### src/logic/term_router_map.vh
// constants for the multifunction terminal router
`ifndef TERM_ROUTER_MAP_VH
`define TERM_ROUTER_MAP_VH

// register offset (register index 23 hex, byte address 8C of the routing word)
`define ROUTE_REG_ADDR 8'h8C
`define ROUTE_RESET 32'h00000000
`define ROUTE_RW_MASK 32'h0FFFF000
// idle values of the read port and of unrouted inputs
`define READ_IDLE 32'h00000000
`define IDLE_LOW 1'h0
`define IDLE_HIGH 1'h1
// field positions
`define SIX_HI 27
`define SIX_LO 24
`define FIVE_HI 23
`define FIVE_LO 20
`define FOUR_HI 19
`define FOUR_LO 16
`define THREE_HI 15
`define THREE_LO 12
// selector codes
`define SEL_DEFAULT 4'h0
`define SEL_ONE 4'h1
`define SEL_TWO 4'h2
`define SEL_DMA_GNT 4'h2
`define SEL_LOCK 4'h2
`define SEL_IRQ3 4'h3
`define SEL_IRQ5 4'h5
`define SEL_ZV_STAT 4'h6
`define SEL_ZV_SEL 4'h7
`define SEL_AUDIO 4'h8
`define SEL_IRQ9 4'h9
`define SEL_IRQ10 4'hA
`define SEL_IRQ11 4'hB
`define SEL_LED5 4'hC
`define SEL_RING 4'hC
`define SEL_LED 4'hD
`define SEL_EVENT 4'hE
`define SEL_IRQ15 4'hF
`define IRQ_W 16

`endif

### src/logic/terminal_function_router.v
// multifunction terminal router for terminals 3 to 6
//
// Our own choices: the plain strobed port and the placing of the registers.
`timescale 1ns/1ps
`default_nettype none
`include "term_router_map.vh"

module terminal_function_router #(
  parameter IRQ_W = `IRQ_W
) (
  // clock and reset
  input wire ref_clk,
  input wire sys_rst,
  // register port
  input wire [7:0] reg_addr,
  input wire [31:0] reg_wdata,
  input wire reg_wr,
  input wire reg_rd,
  output reg [31:0] reg_rdata,
  // eeprom preload of the routing word
  input wire eeprom_load,
  input wire [31:0] eeprom_data,
  // strap pins choosing serial bus mode
  input wire power_switch_data0,
  input wire power_switch_data1,
  // internal sources to route out
  input wire [IRQ_W-1:0] irq_lines,
  input wire clkrun_out,
  input wire clkrun_oe,
  input wire serial_interrupt_stream,
  input wire serial_irq_oe,
  input wire gp_output_four,
  input wire gp_output_three,
  input wire central_dma_grant,
  input wire zoom_video_status,
  input wire zoom_video_select,
  input wire card_audio_pwm_out,
  input wire socket_activity_led,
  input wire general_event_out,
  input wire ring_indicate_out,
  input wire lock_out,
  input wire lock_oe,
  input wire scl_out,
  input wire scl_oe,
  // terminal pins, three signals each, index 0 is terminal 3
  input wire [3:0] term_in,
  output reg [3:0] term_out,
  output reg [3:0] term_oe,
  // sampled inputs to internal logic
  output reg gp_input_four,
  output reg gp_input_three,
  output reg clkrun_in,
  output reg lock_in,
  output reg serial_irq_in,
  output reg scl_in,
  output wire serial_bus_mode
);

  // ----------------------------------------------------------------
  // routing register
  // ----------------------------------------------------------------
  reg [31:0] route_r;
  wire [3:0] sel6 = route_r[`SIX_HI:`SIX_LO];
  wire [3:0] sel5 = route_r[`FIVE_HI:`FIVE_LO];
  wire [3:0] sel4 = route_r[`FOUR_HI:`FOUR_LO];
  wire [3:0] sel3 = route_r[`THREE_HI:`THREE_LO];
  // only the routing word decodes; every other address is ignored
  wire wr_hit = reg_wr && (reg_addr == `ROUTE_REG_ADDR);
  wire rd_hit = reg_rd && (reg_addr == `ROUTE_REG_ADDR);

  // normally written once at power-up; a preload takes priority over software
  always @(posedge ref_clk or posedge sys_rst) begin
    if (sys_rst) begin
      route_r <= `ROUTE_RESET;
    end else if (eeprom_load) begin
      route_r <= eeprom_data & `ROUTE_RW_MASK;
    end else if (wr_hit) begin
      // reserved bits held zero; low fields belong to another block
      route_r <= reg_wdata & `ROUTE_RW_MASK;
    end
  end

  always @(posedge ref_clk or posedge sys_rst) begin
    if (sys_rst) begin
      reg_rdata <= `READ_IDLE;
    end else if (rd_hit) begin
      reg_rdata <= route_r & `ROUTE_RW_MASK;
    end else begin
      reg_rdata <= `READ_IDLE;
    end
  end

  // ----------------------------------------------------------------
  // input synchronisers
  // ----------------------------------------------------------------
  reg [3:0] term_s1_r;
  reg [3:0] term_s2_r;
  reg [1:0] vpp_s1_r;
  reg [1:0] vpp_s2_r;

  always @(posedge ref_clk or posedge sys_rst) begin
    if (sys_rst) begin
      term_s1_r <= 4'h0;
      term_s2_r <= 4'h0;
      vpp_s1_r <= 2'h0;
      vpp_s2_r <= 2'h0;
    end else begin
      term_s1_r <= term_in;
      term_s2_r <= term_s1_r;
      vpp_s1_r <= {power_switch_data1, power_switch_data0};
      vpp_s2_r <= vpp_s1_r;
    end
  end

  assign serial_bus_mode = &vpp_s2_r;

  // ----------------------------------------------------------------
  // IRQ selection helpers
  // ----------------------------------------------------------------
  // full-range map for terminals six and three, codes 2..15 -> IRQ n
  function irq_full;
    input [3:0] sel;
    input [IRQ_W-1:0] irqs;
    begin
      irq_full = irqs[sel];
    end
  endfunction

  function is_irq_sub;
    input [3:0] sel;
    begin
      is_irq_sub = (sel >= `SEL_IRQ3 && sel <= `SEL_IRQ5) ||
                   (sel >= `SEL_IRQ9 && sel <= `SEL_IRQ11) ||
                   (sel == `SEL_IRQ15);
    end
  endfunction

  // ----------------------------------------------------------------
  // output routing
  // ----------------------------------------------------------------
  always @* begin
    term_out = 4'h0;
    term_oe = 4'h0;
    // terminal three
    case (sel3)
      `SEL_DEFAULT: begin
        term_out[0] = 1'h0;
        term_oe[0] = 1'h0;
      end
      `SEL_ONE: begin
        term_out[0] = serial_interrupt_stream;
        term_oe[0] = serial_irq_oe;
      end
      default: begin
        term_out[0] = irq_full(sel3, irq_lines);
        term_oe[0] = 1'h1;
      end
    endcase
    // terminal four
    if (serial_bus_mode) begin
      term_out[1] = scl_out;
      term_oe[1] = scl_oe;
    end else begin
      case (sel4)
        `SEL_DEFAULT: begin
          term_out[1] = 1'h0;
          term_oe[1] = 1'h0;
        end
        `SEL_ONE: begin
          term_out[1] = gp_output_three;
          term_oe[1] = 1'h1;
        end
        `SEL_LOCK: begin
          term_out[1] = lock_out;
          term_oe[1] = lock_oe;
        end
        `SEL_ZV_STAT: begin
          term_out[1] = zoom_video_status;
          term_oe[1] = 1'h1;
        end
        `SEL_ZV_SEL: begin
          term_out[1] = zoom_video_select;
          term_oe[1] = 1'h1;
        end
        `SEL_AUDIO: begin
          term_out[1] = card_audio_pwm_out;
          term_oe[1] = 1'h1;
        end
        `SEL_RING: begin
          term_out[1] = ring_indicate_out;
          term_oe[1] = 1'h1;
        end
        `SEL_LED: begin
          term_out[1] = socket_activity_led;
          term_oe[1] = 1'h1;
        end
        `SEL_EVENT: begin
          term_out[1] = general_event_out;
          term_oe[1] = 1'h1;
        end
        default: begin
          term_out[1] = irq_lines[sel4];
          term_oe[1] = is_irq_sub(sel4);
        end
      endcase
    end
    // terminal five
    case (sel5)
      `SEL_DEFAULT: begin
        term_out[2] = 1'h0;
        term_oe[2] = 1'h0;
      end
      `SEL_ONE: begin
        term_out[2] = gp_output_four;
        term_oe[2] = 1'h1;
      end
      `SEL_DMA_GNT: begin
        term_out[2] = central_dma_grant;
        term_oe[2] = 1'h1;
      end
      `SEL_ZV_STAT: begin
        term_out[2] = zoom_video_status;
        term_oe[2] = 1'h1;
      end
      `SEL_ZV_SEL: begin
        term_out[2] = zoom_video_select;
        term_oe[2] = 1'h1;
      end
      `SEL_AUDIO: begin
        term_out[2] = card_audio_pwm_out;
        term_oe[2] = 1'h1;
      end
      // activity led, code 13 is the same
      `SEL_LED5, `SEL_LED: begin
        term_out[2] = socket_activity_led;
        term_oe[2] = 1'h1;
      end
      `SEL_EVENT: begin
        term_out[2] = general_event_out;
        term_oe[2] = 1'h1;
      end
      default: begin
        term_out[2] = irq_lines[sel5];
        term_oe[2] = is_irq_sub(sel5);
      end
    endcase
    // terminal six
    case (sel6)
      `SEL_DEFAULT: begin
        term_out[3] = 1'h0;
        term_oe[3] = 1'h0;
      end
      `SEL_ONE: begin
        term_out[3] = clkrun_out;
        term_oe[3] = clkrun_oe;
      end
      default: begin
        term_out[3] = irq_full(sel6, irq_lines);
        term_oe[3] = 1'h1;
      end
    endcase
  end

  // ----------------------------------------------------------------
  // sampled inputs, inactive when not routed
  // ----------------------------------------------------------------
  // the pin level reaches internal logic only while its selector, or for scl the serial bus mode, picks it
  wire gp4_routed = (sel5 == `SEL_DEFAULT);
  wire gp3_routed = !serial_bus_mode && (sel4 == `SEL_DEFAULT);
  wire clkrun_routed = (sel6 == `SEL_ONE);
  wire lock_routed = !serial_bus_mode && (sel4 == `SEL_LOCK);
  wire serial_irq_routed = (sel3 == `SEL_ONE);

  // inactive when unrouted; clkrun, lock and serial lines idle high
  always @(posedge ref_clk or posedge sys_rst) begin
    if (sys_rst) begin
      gp_input_four <= `IDLE_LOW;
      gp_input_three <= `IDLE_LOW;
      clkrun_in <= `IDLE_HIGH;
      lock_in <= `IDLE_HIGH;
      serial_irq_in <= `IDLE_HIGH;
      scl_in <= `IDLE_HIGH;
    end else begin
      gp_input_four <= gp4_routed ? term_s2_r[2] : `IDLE_LOW;
      gp_input_three <= gp3_routed ? term_s2_r[1] : `IDLE_LOW;
      clkrun_in <= clkrun_routed ? term_s2_r[3] : `IDLE_HIGH;
      lock_in <= lock_routed ? term_s2_r[1] : `IDLE_HIGH;
      serial_irq_in <= serial_irq_routed ? term_s2_r[0] : `IDLE_HIGH;
      scl_in <= serial_bus_mode ? term_s2_r[1] : `IDLE_HIGH;
    end
  end

endmodule
`default_nettype wire

### config.mk
export PLATFORM = sky130hd
export DESIGN_NAME = terminal_function_router
export DESIGN_NICKNAME = d
export VERILOG_FILES = /design/src/logic/terminal_function_router.v
export VERILOG_INCLUDE_DIRS = /design/src /design/src/logic
export SDC_FILE = /design/constraint.sdc
export NUM_CORES = 1
export LEC_CHECK = 0
export BUFFER_PORTS_ARGS = -buffer_cell sky130_fd_sc_hd__buf_2
export CORE_MARGIN = 2
export CORE_UTILIZATION = 47
export DETAILED_ROUTE_END_ITERATION = 16
export PLACE_DENSITY = 0.93
export SLEW_MARGIN = 20
export SYNTH_ARGS = -nofsm -noshare
export SYNTH_HDL_FRONTEND = slang
export SYNTH_SLANG_ARGS = --single-unit
### constraint.sdc
create_clock -name ref_clk -period 4.8 [get_ports ref_clk]
set_clock_uncertainty 0.15 [all_clocks]
set_input_delay 0.72 -clock ref_clk [delete_from_list [all_inputs] [get_ports ref_clk]]
set_output_delay 0.72 -clock ref_clk [all_outputs]
set_load 0.02 [all_outputs]
==> results.cfg, run 1 <==
[status]
status = finished, final reports clean

[cts]
cts_resized = 0
numCtsBuffers = 5
clkSlewWorstSetupHoldPaths_ps = 80
cts_tree = yes
htreeDepth = 2
clk_path_buf_depth = 2
hold_buffers = 0
cts.sinks = 50
post_cts_buffers = 0
root_buffer = clkbuf_8
clock_latency_ps = 300

[route]
dr.pass1.iters = 5
wl_per_cell_microns = 13.9
drt-vias-per-instance = 5.06
route.antenna.remaining_nets = 0
vias = 2132
route.detailed.drc = 0
drt_iter0_drc = 121
wl_mm = 5.86

[setup_path]
cp_common_cell = mux4_2
worstSetupEndpointType = output port
r2r-start = route_r[18]$_DFFE_PP0P_
rr_endpoint = gp_input_three$_DFF_PP0_
reg2regPathDepth = 2
slowest_delay_ps = 590
path_cells = mux4_2 -> mux4_2 -> buf_2
reg2reg_slack_ps = 3460
cp.arrival_ps = 2120
crit_path_start = route_r[24]$_DFFE_PP0P_
critical_path_class = register to output port
cp.required_ps = 3930
start_kind = register
path_max_fanout = 9
critPathSlowestCell = dfrtp_1

[sta]
rsz0062_at_grt = false
fin_crit_ps = 2990
drv_slew = 0
maxSlewHeadroom_pct = 38.4
fmax_ghz = 0.335
finalHoldViolations = 0
fin_setup_tns_ps = 0
worstMarginPinSlew_ps = 921
fin_crit_sh_pct = 62.2
setup_viol_count_final = 0

[finish]
final_area_sq_mm = 0.00329
antenna-diode-count = 0
synthToLayoutAreaGrowth_pct = 22.6
final_common_cell = buf_2
fin_nets = 464
layout_common_cells = 112 x buf_2, 46 x dfrtp_1, 31 x nand2_1
layout-drive-gt1-share_pct = 45.3

[grt]
grt_max_degree = 51
antenna_found_initial = 0
grt_pass1_vias = 2038
grt_pass1_wl_mm = 9.45
grt_use_total_pct = 19.3
grt_remaining_overflow = 0

[synth]
syn_area_sq_mm = 0.00268
yosysSeqAreaShare_pct = 46.8
synth_compound_area_share_pct = 10.9
synthCells = 249
synth_warnings = 0
synth-xor-area-share_pct = 0
synth_top_family_by_area = simple AND/OR/NAND/NOR gates
ys_ff_latch = 50
synth_cell_types = 41
synthAdderAreaFrac_pct = 0
avgSynthCellArea_sq_um = 10.8
synthSimpleGateAreaFrac_pct = 17.5
synthMuxAreaShare_pct = 16.2

[placement]
io_buffers = 112
dp_hpwl_mm = 4.61
place_area_sq_mm = 0.00318
routabilityCongestion = 0.804

[floorplanning]
initial_core_util_pct = 48.7
core_area_sq_mm = 0.00551
die_x_microns = 79.6
dieArea_sq_mm = 0.00633
die_y_microns = 79.6
ios = 163
row_count = 27

[pwr]
p_per_area_mw_per_mm2 = 295
p_sw_share_pct = 28.4
clock_power_share_pct = 29.1
internal-power_mw = 0.696
power_frac_seq_pct = 49.8
comb_power_share_pct = 21.1
p_sw_mw = 0.276
leakage_nw = 1.71
ir_drop_uv = 136

[min_path]
min_to = term_s2_r[3]$_DFF_PP0_
min-delay-path-class = register to register
min_from = term_s1_r[3]$_DFF_PP0_
holdPathStages = 0

[run]
cap_violations = 0
==> worst max-delay path by stage <==
stage	endpoint	slack, ps	cells past startpoint
after detailed placement	route_r[17]$_DFFE_PP0P_	1820	6
final	term_out[3]	1810	3
after floorplan	term_out[1]	2190	5
after CTS	term_out[3]	1790	3
after global placement	route_r[18]$_DFFE_PP0P_	1900	6
after global routing	term_out[1]	1660	6
==> cell usage after synthesis <==
cell / n / area [sq um]
conb_1: 1 / 3.75
a21oi_1: 7 / 35.0
a221oi_1: 1 / 8.76
nor3_1: 5 / 25.0
a211oi_1: 1 / 7.51
nand3_1: 2 / 10.0
and4b_1: 1 / 10.0
nor3b_1: 3 / 22.5
and3_2: 6 / 45.0
nand3b_1: 5 / 37.5
mux2i_1: 22 / 220
mux4_2: 8 / 180
or2_2: 1 / 6.26
nor4_4: 1 / 21.3
o21ai_1: 2 / 10.0
o31ai_1: 1 / 7.51
nand2b_1: 1 / 6.26
nor2_1: 7 / 26.3
or4b_4: 1 / 13.8
o21ai_2: 14 / 123
buf_6: 3 / 33.8
a21oi_2: 1 / 8.76
nand4b_1: 1 / 8.76
a21o_1: 2 / 15.0
o211ai_1: 1 / 7.51
and3_1: 11 / 68.8
nor4_1: 1 / 6.26
buf_4: 16 / 120
mux2_2: 3 / 33.8
o21ai_0: 9 / 45.0
a31oi_1: 3 / 18.8
clkbuf_1: 15 / 56.3
inv_1: 3 / 11.3
nand2_1: 31 / 116
nor2b_1: 5 / 31.3
o22ai_1: 1 / 6.26
dfrtp_1: 46 / 1150
buf_2: 1 / 5.00
and2_1: 1 / 6.26
dfstp_2: 4 / 105
nor4b_1: 1 / 8.76
==> worst max-delay path, delay by kind of cell (launching register included) <==
family | cells | cell delay [ps]
DFF | 1 | 590
muxes | 2 | 1050
buffers and inverters | 1 | 170
==> registers in the layout, indices dropped and copies added (netlist names) <==
signal	flops
scl_in	1
route_r	16
gp_input_three	1
reg_rdata	16
serial_irq_in	1
gp_input_four	1
vpp_s1_r	2
lock_in	1
term_s1_r	4
vpp_s2_r	2
term_s2_r	4
clkrun_in	1
==> per-stage QoR <==
| stage | power, mW | cells | util [%] | hold slack, ps | setup slack (ps) |
|---|---|---|---|---|---|
| after floorplan | 0.636 | 264 | - | 181 | 2190 |
| after global placement | 0.687 | 413 | 57.8 | 182 | 1900 |
| after detailed placement | 0.697 | 413 | 57.8 | 187 | 1820 |
| after CTS | 0.980 | 421 | 59.7 | 207 | 1790 |
| after global routing | 1.03 | 421 | 59.8 | 224 | 1660 |
| final | 0.972 | 421 | 59.8 | 204 | 1810 |
==> kinds of logic (layout without fill, tap and decap cells) <==
family	Yosys count	in the layout
compound gates	43	43
buf+inv	38	123
flops	50	50
mux	33	33
other cells	1	16
simple gates	84	84
==> routing by layer <==
| layer | wire (microns) | part of all wire, % | track usage [%] |
|---|---|---|---|
| met3 | 484 | 8.3 | 4.75 |
| met4 | 144 | 2.5 | 8.45 |
| met5 | 0 | 0 | 0 |
| met2 | 2950 | 50 | 32.5 |
| met1 | 2280 | 39 | 23.4 |
==> power groups by stage <==
| stage | logic, mW | registers (mW) | clock network [mW] |
|---|---|---|---|
| after floorplan | 0.172 | 0.464 | 0 |
| after global placement | 0.199 | 0.488 | 0 |
| after detailed placement | 0.205 | 0.492 | 0 |
| after CTS | 0.206 | 0.484 | 0.290 |
| after global routing | 0.226 | 0.489 | 0.311 |
| final | 0.205 | 0.484 | 0.283 |
==> area by class of cell <==
type / instances / area (sq um)
clock buffer: 7 / 76.3
clock inverter: 1 / 30.0
tap: 72 / 90.1
fill: 454 / 2220
timing repair buffer: 112 / 561
multi-input combinational: 176 / 1260
sequential: 50 / 1260
inverter: 3 / 12.5
No activity file was read; power rests on OpenSTA's default activity.
==> run 2: changes to the inputs <==
Settings changed: CORE_UTILIZATION 47 to 43, PLACE_DENSITY 0.93 to 0.87.
Clock period 4.8 ns to 2.9 ns, I/O delays scaled along.
==> run 2 against run 1 <==
Critical path depth unchanged. Via count decreased by 1.3%. Power rose by 59%. Worst setup slack lost 1600 ps. Worst hold slack got worse by 120 ps. Sequential cell count unchanged. Critical path type unchanged. Highest routed layer unchanged.
==> results.cfg, run 2 (synthesized netlist as in run 1, its figures left out) <==
[setup_path]
rr_endpoint = gp_input_three$_DFF_PP0_
critical_path_class = register to output port
start_kind = register
reg2regPathDepth = 2
crit_path_start = route_r[12]$_DFFE_PP0P_
cp.arrival_ps = 2100
path_max_fanout = 9
critPathSlowestCell = dfrtp_1
path_cells = mux4_2 -> mux4_2 -> buf_2
slowest_delay_ps = 590
worstSetupEndpointType = output port
reg2reg_slack_ps = 1560
cp.required_ps = 2320
r2r-start = route_r[16]$_DFFE_PP0P_
cp_common_cell = mux4_2

[pwr]
p_sw_share_pct = 29.8
p_per_area_mw_per_mm2 = 471
ir_drop_uv = 238
internal-power_mw = 1.09
p_sw_mw = 0.462
leakage_nw = 1.71
comb_power_share_pct = 21.9
power_frac_seq_pct = 51.7
clock_power_share_pct = 26.5

[sta]
setup_slack_ps = 215
fin_crit_ps = 2690
rsz0062_at_grt = false
drv_slew = 0
fin_setup_tns_ps = 0
worstMarginPinSlew_ps = 943
finalHoldViolations = 0
setup_viol_count_final = 0
hold_ws_ps = 86.5
maxSlewHeadroom_pct = 37.0
fin_crit_sh_pct = 92.6
fmax_ghz = 0.372

[finish]
antenna-diode-count = 0
fill_cells = 517
multi_input_area_sq_mm = 0.00126
synthToLayoutAreaGrowth_pct = 22.5
final_common_cell = buf_2
layout-drive-gt1-share_pct = 45.7
reg_top3 = reg_rdata: 16 flops, route_r: 16 flops
layout_common_cells = 112 x buf_2, 46 x dfrtp_1, 31 x nand2_1
fin_nets = 465
seq_area_sq_mm = 0.00126

[floorplanning]
initial_core_util_pct = 44.8
dieArea_sq_mm = 0.00689
ios = 163
row_count = 28
die_x_microns = 83
die_y_microns = 83
core_area_sq_mm = 0.00599

[cts]
htreeDepth = 2
clkSlewWorstSetupHoldPaths_ps = 90
root_buffer = clkbuf_8
clock_latency_ps = 300
cts_resized = 0
cts.sinks = 50
hold_buffers = 0
clk_path_buf_depth = 2
cts_tree = yes
post_cts_buffers = 0
numCtsBuffers = 5

[grt]
grt_max_degree = 51
grt_use_total_pct = 17.8
antenna_found_initial = 0
grt_pass1_wl_mm = 10.0
grt_pass1_vias = 2168
grt_remaining_overflow = 0

[route]
dr.pass1.iters = 4
drt_iter0_drc = 131
wl_mm = 5.88
route.detailed.drc = 0
wl_per_cell_microns = 13.8
vias = 2105
drt-vias-per-instance = 4.95
route.antenna.remaining_nets = 0

[placement]
place_ws_ps = 517
dp_hpwl_mm = 4.65
io_buffers = 112
routabilityCongestion = 0.794

[run]
cap_violations = 0

[status]
status = finished, final reports clean

[min_path]
min-delay-path-class = primary input to register
holdPathStages = 1
min_to = vpp_s1_r[1]$_DFF_PP0_
min_from = power_switch_data1
## run 2: cell type report
| cell class | instances | share of cell area (%) |
|---|---|---|
| multi-input cells | 176 | 38.5 |
| flip-flops and latches | 50 | 38.2 |
| repair buffers | 113 | 17.3 |
| well taps | 75 | 2.85 |
| clock buffers | 7 | 2.63 |
| inverters | 3 | 0.381 |
| clock inverters | 1 | 0.152 |
## run 2: per-stage QoR
step           cells  instance area, sq um  utilization [%]  power [mW]
2_1_floorplan    264                  2740                -        1.05
3_3_place_gp     417                  3190             53.3        1.14
3_5_place_dp     417                  3190             53.3        1.15
4_1_cts          425                  3290             54.8        1.57
5_1_grt          425                  3290             54.9        1.63
6_report         425                  3290             54.9        1.55
## run 2: worst max-delay path by stage
| stage | endpoint |
|---|---|
| 2_1_floorplan | term_out[3] |
| 3_3_place_gp | term_out[3] |
| 3_5_place_dp | term_out[0] |
| 4_1_cts | term_out[0] |
| 5_1_grt | term_out[1] |
| 6_report | term_out[0] |
## run 2: power groups by stage
stage | Combinational [mW] | Clock [mW] | Sequential (mW)
2_1_floorplan | 0.284 | 0 | 0.768
3_3_place_gp | 0.331 | 0 | 0.808
3_5_place_dp | 0.341 | 0 | 0.814
4_1_cts | 0.342 | 0.425 | 0.800
5_1_grt | 0.373 | 0.449 | 0.811
6_report | 0.339 | 0.410 | 0.800
## run 2: routing by layer
metal | wire length [microns] | vias up | track usage [%]
li1 | - | 1050 | -
met1 | 2510 | 974 | 21.9
met2 | 2970 | 76 | 30.9
met3 | 341 | 5 | 4.37
met4 | 67 | 0 | 5.07
met5 | 0 | - | 0
## run 2: critical path: cells and delay by family (launching register included)
family                 cells  cell delay (ps)
buffers and inverters      1              180
flip-flops                 1              590
multiplexers               2             1040
==> run 3: changes to the inputs <==
Settings changed: CELL_PAD_IN_SITES_DETAIL_PLACEMENT set to 0, CELL_PAD_IN_SITES_GLOBAL_PLACEMENT set to 2, CORE_UTILIZATION 43 to 24, PLACE_DENSITY 0.87 to 0.86, RECOVER_POWER set to 25.
==> run 3 against run 2 <==
The run now ends with max-capacitance violations, max-slew violations left. Worst hold slack better by 4.4 ps. Sequential power about the same. Final area up 3.3%. Non-clock buffer count up 2. Clock power up 17%. Via count up 0.81%. Clock-buffer cell count unchanged. Routed wire length up 13%. Combinational power up 1%.
==> results.cfg, run 3 (synthesized netlist as in run 1, its figures left out) <==
[pwr]
p_per_area_mw_per_mm2 = 478
comb_power_share_pct = 21.1
leakage_nw = 1.72
ir_drop_uv = 190
p_sw_mw = 0.469
clock_power_share_pct = 29.6
internal-power_mw = 1.15
power_frac_seq_pct = 49.3
p_sw_share_pct = 28.9

[run]
cap_violations = 1

[placement]
routabilityCongestion = 0.752
dp_hpwl_mm = 5.31
io_buffers = 112

[sta]
fin_crit_sh_pct = 93.3
fmax_ghz = 0.370
hold_ws_ps = 90.9
rsz0062_at_grt = false
setup_viol_count_final = 0
worstMarginPinSlew_ps = 2150
fin_crit_ps = 2710
fin_setup_tns_ps = 0
maxSlewHeadroom_pct = -44.4
drv_slew = 51
finalHoldViolations = 0

[setup_path]
cp.arrival_ps = 2120
r2r-start = route_r[16]$_DFFE_PP0P_
crit_path_end = term_out[0]
reg2reg_slack_ps = 1570
worstSetupEndpointType = output port
start_kind = register
rr_endpoint = gp_input_three$_DFF_PP0_
critical_path_class = register to output port
cp.required_ps = 2320
reg2regPathDepth = 2
path_max_fanout = 9
crit_path_start = route_r[12]$_DFFE_PP0P_

[min_path]
min-delay-path-class = primary input to register

[cts]
clock_latency_ps = 300
htreeDepth = 2
hold_buffers = 0
numCtsBuffers = 5
clk_path_buf_depth = 2
root_buffer = clkbuf_8
cts.sinks = 50
post_cts_buffers = 0
clkSlewWorstSetupHoldPaths_ps = 90
cts_resized = 0
cts_tree = yes

[grt]
grt_pass1_vias = 2002
grtUsageMet3_pct = 2.55
grtUsageMet2_pct = 19.1
busiest_layer = met2
grt_max_degree = 51
grt_use_met1_pct = 14.2
antenna_found_initial = 0
grt_remaining_overflow = 0
grt_use_total_pct = 11.2
grt_pass1_wl_mm = 10.4

[route]
drt-vias-per-instance = 4.31
drt_iter0_drc = 100
route.detailed.drc = 0
wl_mm = 6.62
wl_per_cell_microns = 13.5
route.antenna.remaining_nets = 0
dr.pass1.iters = 4
vias = 2122

[status]
status = finished with violations
violations = max-capacitance violations, max-slew violations

[floorplanning]
ios = 163
row_count = 38
initial_core_util_pct = 24.6
die_x_microns = 110
dieArea_sq_mm = 0.0120
core_area_sq_mm = 0.0109
die_y_microns = 110

[finish]
reg_top3 = reg_rdata: 16 flops, route_r: 16 flops
antenna-diode-count = 0
layout_common_cells = 111 x buf_2, 46 x dfrtp_1, 31 x nand2_1
post-route-util_pct = 31.2
fin_nets = 467
final_common_cell = buf_2
synthToLayoutAreaGrowth_pct = 26.6
layout-drive-gt1-share_pct = 45.5
run 3: final cells by class:
cell class                      instances  area [sq um]
Fill cell                            1135          7490
Multi-Input combinational cell        176          1260
Sequential cell                        50          1260
Timing Repair Buffer                  115           582
Tap cell                              140           175
Clock buffer                            7          76.3
Clock inverter                          1          30.0
Inverter                                3          12.5
run 3: routing by layer:
layer	up-vias	part of all wire [%]
li1	1056	-
met1	997	41
met3	6	7.5
met4	0	1.3
met5	-	0
met2	63	50
run 3: power by group through the flow:
stage	Clock (mW)	Combinational, mW	Sequential [mW]
after floorplan	0	0.284	0.768
after global placement	0	0.342	0.814
after detailed placement	0	0.348	0.816
after CTS	0.500	0.348	0.802
after global routing	0.534	0.379	0.813
final	0.480	0.343	0.801
run 3: how the worst min path moves through the flow:
stage	startpoint	end	slack [ps]	cells past startpoint
floorplan	term_s1_r[0]$_DFF_PP0_	term_s2_r[0]$_DFF_PP0_	180	0
global placement	vpp_s1_r[0]$_DFF_PP0_	vpp_s2_r[0]$_DFF_PP0_	180	0
detailed placement	term_s1_r[2]$_DFF_PP0_	term_s2_r[2]$_DFF_PP0_	190	0
CTS	term_in[1]	term_s1_r[1]$_DFF_PP0_	80	1
global route	term_in[0]	term_s1_r[0]$_DFF_PP0_	70	1
finish	term_in[0]	term_s1_r[0]$_DFF_PP0_	90	1
run 3: worst max-delay path, cell delays in order, from the launching register on:
cell and delay (ps):
dfrtp_1 590, mux4_2 570, mux4_2 480, buf_2 180
run 3: stage by stage:
step,cell area [sq um],setup WS (ps),total power [mW],instances
floorplan,2740,610,1.05,264
global placement,3290,527,1.16,484
detailed placement,3290,526,1.16,484
CTS,3400,181,1.65,492
global route,3400,104,1.73,492
finish,3400,194,1.62,492
